**config.mk**
```make
export PLATFORM = sky130hd
export DESIGN_NAME = flash_powerdown_id_suspend
export DESIGN_NICKNAME = d
export VERILOG_FILES = /design/src/pkg/flash_cmd_pkg.sv /design/src/verilog/pin_sync.sv /design/src/verilog/flash_powerdown_id_suspend.sv
export SDC_FILE = /design/constraint.sdc
export NUM_CORES = 1
export LEC_CHECK = 0
export BUFFER_PORTS_ARGS = -buffer_cell sky130_fd_sc_hd__buf_2
export CORE_MARGIN = 2
export CORE_UTILIZATION = 50
export DETAILED_ROUTE_END_ITERATION = 7
export MAX_ROUTING_LAYER = met4
export PLACE_DENSITY = 0.69
export SLEW_MARGIN = 30
export SYNTH_ARGS = -nofsm -noshare
export SYNTH_HDL_FRONTEND = slang
export SYNTH_SLANG_ARGS = --single-unit
export TNS_END_PERCENT = 30
```
**constraint.sdc**
```tcl
create_clock -name clock -period 3.51 [get_ports clock]
set_clock_uncertainty 0.05 [all_clocks]
set_input_delay 0.5265 -clock clock [delete_from_list [all_inputs] [get_ports clock]]
set_output_delay 0.5265 -clock clock [all_outputs]
set_load 0.05 [all_outputs]
```
**src/pkg/flash_cmd_pkg.sv**
```systemverilog
// Purpose: shared constants and carriers for the flash power-down / id / suspend interpreter
// Assumes: one 125 MHz system clock; serial pins sampled by that clock
// Notes:   opcodes, frame lengths and resume timing live here; the delay figures are parameters of the interpreter
package flash_cmd_pkg;

  // ----------------------------------------------------------------
  // carriers
  // ----------------------------------------------------------------
  typedef struct packed {
    logic cs_n;
    logic sclk;
    logic si;
  } pin_in_s;

  typedef enum logic [1:0] {
    ENG_PROGRAM,
    ENG_ERASE,
    ENG_STATUS_WRITE,
    ENG_OTHER
  } eng_kind_e;

  typedef struct packed {
    logic      busy;
    eng_kind_e kind;
  } eng_s;

  typedef struct packed {
    logic       valid;
    logic [7:0] opcode;
  } fwd_s;

  typedef struct packed {
    logic suspend_req;
    logic resume_req;
    logic abort_req;
  } eng_ctl_s;

  // ----------------------------------------------------------------
  // opcodes
  // ----------------------------------------------------------------
  localparam logic [7:0] OP_POWER_DOWN   = 8'hB9;
  localparam logic [7:0] OP_RELEASE_ID   = 8'hAB;
  localparam logic [7:0] OP_MAKER_DEV_ID = 8'h90;
  localparam logic [7:0] OP_IDENT_READ   = 8'h9F;
  localparam logic [7:0] OP_UNIQUE_ID    = 8'h4B;
  localparam logic [7:0] OP_SUSPEND      = 8'h75;
  localparam logic [7:0] OP_RESUME       = 8'h7A;
  localparam logic [7:0] OP_RESET_ENABLE = 8'h66;
  localparam logic [7:0] OP_RESET        = 8'h99;
  localparam logic [7:0] OP_WRSR_1       = 8'h01;
  localparam logic [7:0] OP_WRSR_2       = 8'h31;
  localparam logic [7:0] OP_WRSR_3       = 8'h11;
  localparam logic [7:0] OP_SEC_ERASE    = 8'h44;
  localparam logic [7:0] OP_SEC_PROGRAM  = 8'h42;
  localparam logic [7:0] OP_ERASE_4K     = 8'h20;
  localparam logic [7:0] OP_ERASE_32K    = 8'h52;
  localparam logic [7:0] OP_ERASE_64K    = 8'hD8;
  localparam logic [7:0] OP_ERASE_CHIP_1 = 8'hC7;
  localparam logic [7:0] OP_ERASE_CHIP_2 = 8'h60;
  localparam logic [7:0] OP_PAGE_PROG    = 8'h02;
  localparam logic [7:0] OP_QUAD_PROG    = 8'h32;

  // ----------------------------------------------------------------
  // frame lengths in bits: header lengths include the opcode, output lengths are data only
  // ----------------------------------------------------------------
  localparam logic [5:0] OP_BITS        = 6'h08;
  localparam logic [5:0] HDR_RELEASE_ID = 6'h20;
  localparam logic [5:0] HDR_MAKER_DEV  = 6'h20;
  localparam logic [5:0] HDR_IDENT      = 6'h08;
  localparam logic [5:0] HDR_UNIQUE     = 6'h28;
  localparam logic [5:0] CNT_MAX        = 6'h3F;
  localparam logic [7:0] LEN_DEV_ID     = 8'h08;
  localparam logic [7:0] LEN_MAKER_DEV  = 8'h10;
  localparam logic [7:0] LEN_IDENT      = 8'h18;
  localparam logic [7:0] LEN_UNIQUE     = 8'h80;

  // ----------------------------------------------------------------
  // suspend flag positions, timing
  // ----------------------------------------------------------------
  localparam int SUSP_PROG   = 0;
  localparam int SUSP_ERASE  = 1;
  localparam int CLK_MHZ     = 125;
  localparam int RESUME_NS   = 200;
  localparam int RESUME_CYC  = (RESUME_NS * CLK_MHZ) / 1000;
  localparam int BUSY_SET_CYC = 1;

endpackage

```
**src/verilog/pin_sync.sv**
```systemverilog
// Purpose: two-flop synchroniser bank for pins from outside the clock domain
// Assumes: rst_n is already synchronous to clock
// Notes:   first stage feeds only the second stage
`timescale 1ns/100ps
module pin_sync #(
  parameter int               WIDTH   = 3,
  parameter logic [WIDTH-1:0] RST_VAL = '0
) (
  input  wire logic             clock,
  input  wire logic             rst_n,
  input  wire logic [WIDTH-1:0] d,
  output logic      [WIDTH-1:0] q
);

  logic [WIDTH-1:0] meta_r;

  if (WIDTH < 1)
  begin : g_check
    $error("pin_sync width must be at least one");
  end

  for (genvar i = 0; i < WIDTH; i++)
  begin : g_bit
    always_ff @(posedge clock or negedge rst_n)
    begin
      if (!rst_n)
      begin
        meta_r[i] <= RST_VAL[i];
        q[i]      <= RST_VAL[i];
      end
      else
      begin
        meta_r[i] <= d[i];
        q[i]      <= meta_r[i];
      end
    end
  end

endmodule

```
**src/verilog/flash_powerdown_id_suspend.sv**
```systemverilog
// Purpose: serial flash interpreter for power-down, id reads, suspend/resume, soft reset
// Assumes: engine status comes from logic on the same clock; sclk far slower than clock
// Notes:   other opcodes are forwarded once decoded unless refused by mode or inside a release/reset hold
`timescale 1ns/100ps

module flash_powerdown_id_suspend
  import flash_cmd_pkg::*;
#(
  parameter int             T_DP_NS   = 3000,
  parameter int             T_RES1_NS = 3000,
  parameter int             T_RES2_NS = 8000,
  parameter int             T_RST_NS  = 30000,
  // identity values below are arbitrary
  parameter logic [7:0]     MAKER_ID  = 8'hA5,
  parameter logic [7:0]     DEV_ID    = 8'h5A,
  parameter logic [7:0]     MEM_TYPE  = 8'h3C,
  parameter logic [7:0]     CAPACITY  = 8'h16,
  parameter logic [127:0]   UNIQUE_ID = 128'h0123456789ABCDEF_FEDCBA9876543210
) (
  input  wire logic         clock,
  input  wire logic         nrst,
  input  flash_cmd_pkg::pin_in_s  pins,
  input  flash_cmd_pkg::eng_s     eng,
  output logic              so,
  output logic              so_oe,
  output flash_cmd_pkg::fwd_s     fwd,
  output flash_cmd_pkg::eng_ctl_s eng_ctl,
  output logic              busy_flag,
  output logic [1:0]        suspend_flags,
  output logic              power_down,
  output logic              standby
);
  import flash_cmd_pkg::*;

  // ----------------------------------------------------------------
  // timing
  // ----------------------------------------------------------------
  localparam logic [23:0] DP_CYC   = 24'((T_DP_NS   * CLK_MHZ + 999) / 1000);
  localparam logic [23:0] RES1_CYC = 24'((T_RES1_NS * CLK_MHZ + 999) / 1000);
  localparam logic [23:0] RES2_CYC = 24'((T_RES2_NS * CLK_MHZ + 999) / 1000);
  localparam logic [23:0] RST_CYC  = 24'((T_RST_NS  * CLK_MHZ + 999) / 1000);

  if (T_DP_NS < 1 || T_RES1_NS < 1 || T_RES2_NS < 1 || T_RST_NS < 1 ||
      RST_CYC == 24'h0 || RESUME_CYC < BUSY_SET_CYC)
  begin : g_check
    $error("timing parameters out of range");
  end

  typedef enum logic [2:0] {PH_IDLE, PH_OP, PH_HDR, PH_OUT, PH_SKIP} phase_e;

  // ----------------------------------------------------------------
  // reset release and pin sampling
  // ----------------------------------------------------------------
  logic [1:0] rst_sync_r;
  logic       rst_n;
  pin_in_s    pin_s;
  logic       cs_q_r;
  logic       sclk_q_r;

  always_ff @(posedge clock or negedge nrst)
  begin
    if (!nrst)
      rst_sync_r <= 2'h0;
    else
      rst_sync_r <= {rst_sync_r[0], 1'b1};
  end
  assign rst_n = rst_sync_r[1];

  pin_sync #(
    .WIDTH   (3),
    .RST_VAL (3'h4)
  ) u_pin_sync (
    .clock (clock),
    .rst_n (rst_n),
    .d     (pins),
    .q     (pin_s)
  );

  always_ff @(posedge clock or negedge rst_n)
  begin
    if (!rst_n)
    begin
      cs_q_r   <= 1'b1;
      sclk_q_r <= 1'b0;
    end
    else
    begin
      cs_q_r   <= pin_s.cs_n;
      sclk_q_r <= pin_s.sclk;
    end
  end

  logic sclk_rise;
  logic sclk_fall;
  logic cs_fall;
  logic cs_rise;
  assign sclk_rise = pin_s.sclk & ~sclk_q_r;
  assign sclk_fall = ~pin_s.sclk & sclk_q_r;
  assign cs_fall   = ~pin_s.cs_n & cs_q_r;
  assign cs_rise   = pin_s.cs_n & ~cs_q_r;

  // ----------------------------------------------------------------
  // mode state declarations
  // ----------------------------------------------------------------
  logic        pd_r, pd_nxt;
  logic        pd_pend_r, pd_pend_nxt;
  logic [23:0] pd_cnt_r, pd_cnt_nxt;
  logic [23:0] hold_r, hold_nxt;
  logic [1:0]  susp_r, susp_nxt;
  logic        busy_r, busy_nxt;
  logic        stby_r, stby_nxt;
  logic        rst_en_r, rst_en_nxt;
  eng_ctl_s    ctl_r, ctl_nxt;
  logic        locked;
  assign locked = (hold_r != 24'h0);

  // refusals by mode for opcodes handed to neighbouring logic
  function automatic logic refused(input logic [7:0] op, input logic pd,
                                   input logic [1:0] susp);
    logic wr_erase;
    logic prog;
    wr_erase = (op == OP_WRSR_1) || (op == OP_WRSR_2) || (op == OP_WRSR_3) ||
               (op == OP_SEC_ERASE) || (op == OP_ERASE_4K) || (op == OP_ERASE_32K) ||
               (op == OP_ERASE_64K) || (op == OP_ERASE_CHIP_1) || (op == OP_ERASE_CHIP_2);
    prog     = (op == OP_SEC_PROGRAM) || (op == OP_PAGE_PROG) || (op == OP_QUAD_PROG);
    refused  = pd
             | (susp[SUSP_PROG] & (wr_erase | prog))
             | (susp[SUSP_ERASE] & wr_erase);
  endfunction

  // ----------------------------------------------------------------
  // frame engine
  // ----------------------------------------------------------------
  phase_e       phase_r, phase_nxt;
  logic [5:0]   cnt_r, cnt_nxt;
  logic [5:0]   hdr_r, hdr_nxt;
  logic [7:0]   op_r, op_nxt;
  logic [7:0]   dlen_r, dlen_nxt;
  logic [6:0]   idx_r, idx_nxt;
  logic [127:0] data_r, data_nxt;
  logic         so_r, so_nxt;
  logic         so_oe_r, so_oe_nxt;
  fwd_s         fwd_r, fwd_nxt;

  always_comb
  begin
    logic [7:0] op_in;
    logic [6:0] sel;
    op_in     = {op_r[6:0], pin_s.si};
    sel       = 7'(dlen_r - 8'h01 - {1'b0, idx_r});
    phase_nxt = phase_r;
    cnt_nxt   = cnt_r;
    hdr_nxt   = hdr_r;
    op_nxt    = op_r;
    dlen_nxt  = dlen_r;
    idx_nxt   = idx_r;
    data_nxt  = data_r;
    so_nxt    = so_r;
    so_oe_nxt = (phase_r == PH_OUT) & ~pin_s.cs_n;
    fwd_nxt   = '{valid: 1'b0, opcode: fwd_r.opcode};
    if (pin_s.cs_n)
    begin
      phase_nxt = PH_IDLE;
      so_oe_nxt = 1'b0;
    end
    else if (cs_fall)
    begin
      phase_nxt = PH_OP;
      cnt_nxt   = 6'h00;
      op_nxt    = 8'h00;
    end
    else if (sclk_rise && phase_r != PH_OUT)
    begin
      if (cnt_r != CNT_MAX)
        cnt_nxt = cnt_r + 6'h01;
      if (phase_r == PH_OP)
      begin
        op_nxt = op_in;
        if (cnt_r == OP_BITS - 6'h01)
        begin
          phase_nxt = PH_SKIP;
          idx_nxt   = 7'h00;
          if (!locked)
          begin
            unique case (op_in)
              OP_RELEASE_ID:
                if (!busy_r)
                begin
                  phase_nxt = PH_HDR;
                  hdr_nxt   = HDR_RELEASE_ID;
                  dlen_nxt  = LEN_DEV_ID;
                  data_nxt  = {120'h0, DEV_ID};
                end
              OP_MAKER_DEV_ID:
                if (!pd_r)
                begin
                  phase_nxt = PH_HDR;
                  hdr_nxt   = HDR_MAKER_DEV;
                  dlen_nxt  = LEN_MAKER_DEV;
                  data_nxt  = {112'h0, MAKER_ID, DEV_ID};
                end
              OP_IDENT_READ:
                if (!pd_r && !(eng.busy && eng.kind != ENG_STATUS_WRITE))
                begin
                  phase_nxt = PH_OUT;
                  hdr_nxt   = HDR_IDENT;
                  dlen_nxt  = LEN_IDENT;
                  data_nxt  = {104'h0, MAKER_ID, MEM_TYPE, CAPACITY};
                end
              OP_UNIQUE_ID:
                if (!pd_r)
                begin
                  phase_nxt = PH_HDR;
                  hdr_nxt   = HDR_UNIQUE;
                  dlen_nxt  = LEN_UNIQUE;
                  data_nxt  = UNIQUE_ID;
                end
              OP_POWER_DOWN, OP_SUSPEND, OP_RESUME, OP_RESET_ENABLE, OP_RESET:
                phase_nxt = PH_SKIP;
              default:
                fwd_nxt = '{valid: !refused(op_in, pd_r | pd_pend_r, susp_r),
                            opcode: op_in};
            endcase
          end
        end
      end
      else if (phase_r == PH_HDR && cnt_r + 6'h01 == hdr_r)
        phase_nxt = PH_OUT;
    end
    else if (sclk_fall && phase_r == PH_OUT)
    begin
      // id repeats until deselect
      so_nxt  = data_r[sel];
      idx_nxt = ({1'b0, idx_r} == dlen_r - 8'h01) ? 7'h00 : idx_r + 7'h01;
    end
  end

  always_ff @(posedge clock or negedge rst_n)
  begin
    if (!rst_n)
    begin
      phase_r <= PH_IDLE;
      cnt_r   <= 6'h00;
      hdr_r   <= 6'h00;
      op_r    <= 8'h00;
      dlen_r  <= 8'h08;
      idx_r   <= 7'h00;
      data_r  <= 128'h0;
      so_r    <= 1'b0;
      so_oe_r <= 1'b0;
      fwd_r   <= '0;
    end
    else
    begin
      phase_r <= phase_nxt;
      cnt_r   <= cnt_nxt;
      hdr_r   <= hdr_nxt;
      op_r    <= op_nxt;
      dlen_r  <= dlen_nxt;
      idx_r   <= idx_nxt;
      data_r  <= data_nxt;
      so_r    <= so_nxt;
      so_oe_r <= so_oe_nxt;
      fwd_r   <= fwd_nxt;
    end
  end

  // ----------------------------------------------------------------
  // modes, flags and engine control
  // ----------------------------------------------------------------
  logic exec8;
  logic rel_long;
  assign exec8    = cs_rise & (cnt_r == OP_BITS) & (phase_r != PH_OUT) & ~locked;
  assign rel_long = cs_rise & (op_r == OP_RELEASE_ID) & (phase_r == PH_OUT) & ~locked;

  always_comb
  begin
    logic in_pd;
    in_pd       = pd_r | pd_pend_r;
    pd_nxt      = pd_r;
    pd_pend_nxt = pd_pend_r;
    pd_cnt_nxt  = pd_cnt_r;
    hold_nxt    = locked ? hold_r - 24'h000001 : hold_r;
    susp_nxt    = susp_r;
    ctl_nxt     = '0;
    rst_en_nxt  = cs_rise ? 1'b0 : rst_en_r;
    busy_nxt    = eng.busy;
    if (pd_pend_r)
    begin
      if (pd_cnt_r <= 24'h000001)
      begin
        pd_pend_nxt = 1'b0;
        pd_nxt      = 1'b1;
      end
      else
        pd_cnt_nxt = pd_cnt_r - 24'h000001;
    end
    if (exec8 && op_r == OP_RESET_ENABLE)
      rst_en_nxt = 1'b1;
    if (exec8 && op_r == OP_RESET && rst_en_r)
    begin
      pd_nxt      = 1'b0;
      pd_pend_nxt = 1'b0;
      susp_nxt    = 2'h0;
      busy_nxt    = 1'b0;
      ctl_nxt.abort_req = 1'b1;
      hold_nxt    = RST_CYC;
    end
    else if ((exec8 || rel_long) && op_r == OP_RELEASE_ID && in_pd && !busy_r)
    begin
      pd_nxt      = 1'b0;
      pd_pend_nxt = 1'b0;
      hold_nxt    = exec8 ? RES1_CYC : RES2_CYC;
    end
    else if (exec8 && !in_pd)
    begin
      if (op_r == OP_POWER_DOWN && !busy_r && !eng.busy)
      begin
        pd_pend_nxt = 1'b1;
        pd_cnt_nxt  = DP_CYC;
      end
      else if (op_r == OP_SUSPEND && susp_r == 2'h0 && busy_r &&
               (eng.kind == ENG_PROGRAM || eng.kind == ENG_ERASE))
      begin
        susp_nxt[SUSP_PROG]  = (eng.kind == ENG_PROGRAM);
        susp_nxt[SUSP_ERASE] = (eng.kind == ENG_ERASE);
        ctl_nxt.suspend_req  = 1'b1;
      end
      else if (op_r == OP_RESUME && susp_r != 2'h0 && !busy_r)
      begin
        susp_nxt           = 2'h0;
        busy_nxt           = 1'b1;
        ctl_nxt.resume_req = 1'b1;
      end
    end
    // standby once deselected with nothing running and power-down neither entered nor pending
    stby_nxt = pin_s.cs_n & ~busy_nxt & ~pd_nxt & ~pd_pend_nxt;
  end

  always_ff @(posedge clock or negedge rst_n)
  begin
    if (!rst_n)
    begin
      pd_r      <= 1'b0;
      pd_pend_r <= 1'b0;
      pd_cnt_r  <= 24'h0;
      hold_r    <= 24'h0;
      susp_r    <= 2'h0;
      busy_r    <= 1'b0;
      stby_r    <= 1'b1;
      rst_en_r  <= 1'b0;
      ctl_r     <= '0;
    end
    else
    begin
      pd_r      <= pd_nxt;
      pd_pend_r <= pd_pend_nxt;
      pd_cnt_r  <= pd_cnt_nxt;
      hold_r    <= hold_nxt;
      susp_r    <= susp_nxt;
      busy_r    <= busy_nxt;
      stby_r    <= stby_nxt;
      rst_en_r  <= rst_en_nxt;
      ctl_r     <= ctl_nxt;
    end
  end

  assign so            = so_r;
  assign so_oe         = so_oe_r;
  assign fwd           = fwd_r;
  assign eng_ctl       = ctl_r;
  assign busy_flag     = busy_r;
  assign suspend_flags = susp_r;
  assign power_down    = pd_r;
  assign standby       = stby_r;

endmodule

```
==> results.txt <==
outcome: completed
drt wl/cell: 16.1 um
Synth cell types: 75
Reg area: 0.00289 mm2
antenna cell count: 0
most frequent cells in the layout: dfrtp_1 (109), nand2_1 (76), nor2_1 (51), o21ai_0 (45), a21oi_1 (28)
worst slew pin tran: 0.710 ns
mapped cell area: 0.00633 mm2
H-tree levels: 4
Worst EP required: 3.76 ns
vias: 5094
DPL Wire Length: 9780 um
VDD IR max: 0.301 mV
Vias/cell: 5.80
critical path type: reg -> reg
CTS clk-pin slew, worst paths: 0.05 ns
PortBufs: 26
Crit Path Max Fanout: 9
grt ovf: 0
post-CTS resize count: 0
Die Y: 117 um
Synth Flop Type: dfrtp_1
#FFs+latches synth: 115
pre-CTS WS: 0.642 ns
vias in the first global route: 4981
initial antenna violation count: 0
worst hold path type: in -> reg
post-route ant nets: 0
CTS buffer count: 17
largest net degree at the start of global routing: 67
Worst EP arrival: 3.13 ns
fmax: 0.348 GHz
All-Layer GR Usage: 23.2%
Final Hold Vio Count: 0
Min Hold Slack: 0.162 ns
number of flops mapped to enable cells by yosys: 0
global-route wire length before repair: 24000 um
Tmin final: 2.88 ns
post-synthesis sequential area ratio: 45.6%
Syn. warnings: 0
Multi-input gate area: 0.00322 mm2
die area: 0.0136 mm2
Design Power: 3.32 mW
site row count: 41
clk sinks: 115
Tcrit/Tclk final: 82.0%
# nets final: 712
routed wire length: 14100 um
LEAKAGE: 3.04 nW
Pre-Repair DR Iteration Count: 5
RSZ-0062 raised after global routing: no
Mapped Nets: 691
post-synthesis instance total: 672
FILL cells: 1059
Power Density: 460 mW/mm2
startpoint types: flip-flop
Clock Path Buffers: 2
Area Overhead vs Synth: 13.9%
max cap viols: 0
Ports: 27
Iter 0 DRT Violations: 291
starting density of the core: 50.8%
async set-reset flop share out of synthesis: 100%
Final Wtd Congestion: 0.941
CP endpoint kind: flip-flop
Die Wd: 117 um
syn_area_per_cell: 9.42 um2
clock latency on the worst-skew pair: 0.42 ns
fin util: 57.8%
commonest non-fill, non-tap cell in the layout: dfrtp_1
CTS tree: built
fin. max-slew vios: 0
root buffer cell: clkbuf_16
setup TNS: 0 ns
CORE AREA: 0.0125 mm2
Relative slew margins: 52.7%
post-route setup slack: 0.632 ns
Final setup viols: 0
share of layout cells above drive strength 1: 14.0%
DRC Markers: 0
## registers in the layout, summed over array words and instances, names as in the netlist, 2 cells and up
name,flops
dlen_r,2
fwd,9
phase_r,3
cnt_r,6
rst_sync_r,2
pd_cnt_r,24
eng_ctl,3
suspend_flags,2
data_r,8
u_pin_sync.q,3
idx_r,7
hdr_r,2
op_r,8
hold_r,24
u_pin_sync.meta_r,3
## cell usage after synthesis, drive strengths merged (3+ instances only)
library cell,n,area share [%]
a211oi,3,0.36
a21o,3,0.36
a21oi,28,2.2
a31oi,5,0.49
and2,9,0.89
and3,5,0.49
buf,5,0.42
clkbuf,28,1.7
dfrtp,110,43
dfstp,5,2.1
ha,11,2.2
inv,26,1.5
mux2,11,2.0
mux2i,9,1.4
nand2,76,4.5
nand2b,10,0.99
nand3,20,1.7
nand3b,4,0.47
nand4,10,1.1
nand4b,5,0.69
nor2,51,3.0
nor2b,9,0.89
nor3,22,1.7
nor3b,6,0.71
nor4,23,2.7
nor4b,6,1.3
o2111ai,4,0.55
o211ai,3,0.36
o21a,3,0.36
o21ai,46,3.6
o21bai,6,0.71
o31a,3,0.42
o31ai,5,0.59
o41ai,3,0.42
or2,5,0.49
or3,12,1.2
or4,8,1.0
or4b,3,0.47
xnor2,20,2.8
xor2,21,2.9
## layer usage
layer / track usage (%) / up-vias / wire, um
li1: - / 2472 / -
met3: 4.98 / 25 / 522
met2: 35.4 / 118 / 6760
met5: - / - / 0
met4: 8.97 / 0 / 312
met1: 30.6 / 2479 / 6520
## layout make-up
type                       instances  area share, %
multi-input combinational        498           44.7
sequential                       115           40.0
clock buffer                      23           6.77
timing repair buffer              35           3.05
tap                              172           2.98
inverter                          26           1.35
clock inverter                     9           1.13
## path summary, 6_finish.rpt
path / slack (ns) / endpoint / startpoint / depth (start not counted)
max in group asynchronous: 2.27 / cs_q_r / rst_sync_r[1] / 2
min in group asynchronous: 0.17 / eng_ctl[2] / rst_sync_r[1] / 0
min: 0.16 / u_pin_sync.meta_r[2] / pins[2] / 1
max: 0.63 / fwd[4] / hold_r[10] / 5
max reg2reg: 0.63 / fwd[4] / hold_r[10] / 5
min reg2reg: 0.17 / eng_ctl[2] / rst_sync_r[1] / 0
## report_power, final
part	total, mW	switching (mW)	leakage [nW]	internal [mW]
registers	1.47	0.0879	1.42	1.38
logic	0.218	0.126	1.35	0.0914
clock network	1.63	0.591	0.275	1.04
total	3.32	0.806	3.04	2.51
## per-stage QoR
stage | std cells | instance area (um2)
3_5_place_dp | 844 | 6600
3_3_place_gp | 844 | 6600
5_1_grt | 878 | 7210
6_report | 878 | 7210
4_1_cts | 877 | 7180
2_1_floorplan | 672 | 6330
## critical path, cell delays in order (launching register included)
cell and delay (ns):
dfrtp_1 0.43, nor4_1 0.57, nor4b_4 0.50, nand3_2 0.20
a2111oi_4 0.60, mux2_2 0.41
## what timing repair did
item / CTS / global route
hold buffers: 1 / 0
setup buffers: 0 / 0
endpoints found under the setup margin: 0 / 0
endpoints found under the hold margin: 2 / 0
## logic make-up after synthesis
logic type	share of synthesized area, %
and+or+nand+nor	25.1
adders and majority gates	2.17
AOI/OAI and AO/OA	14.0
other	0.0592
muxes	3.74
DFF	45.6
buffers and inverters	3.62
xor gates and xnor gates	5.67
No activity file was read; power rests on OpenSTA's default activity.
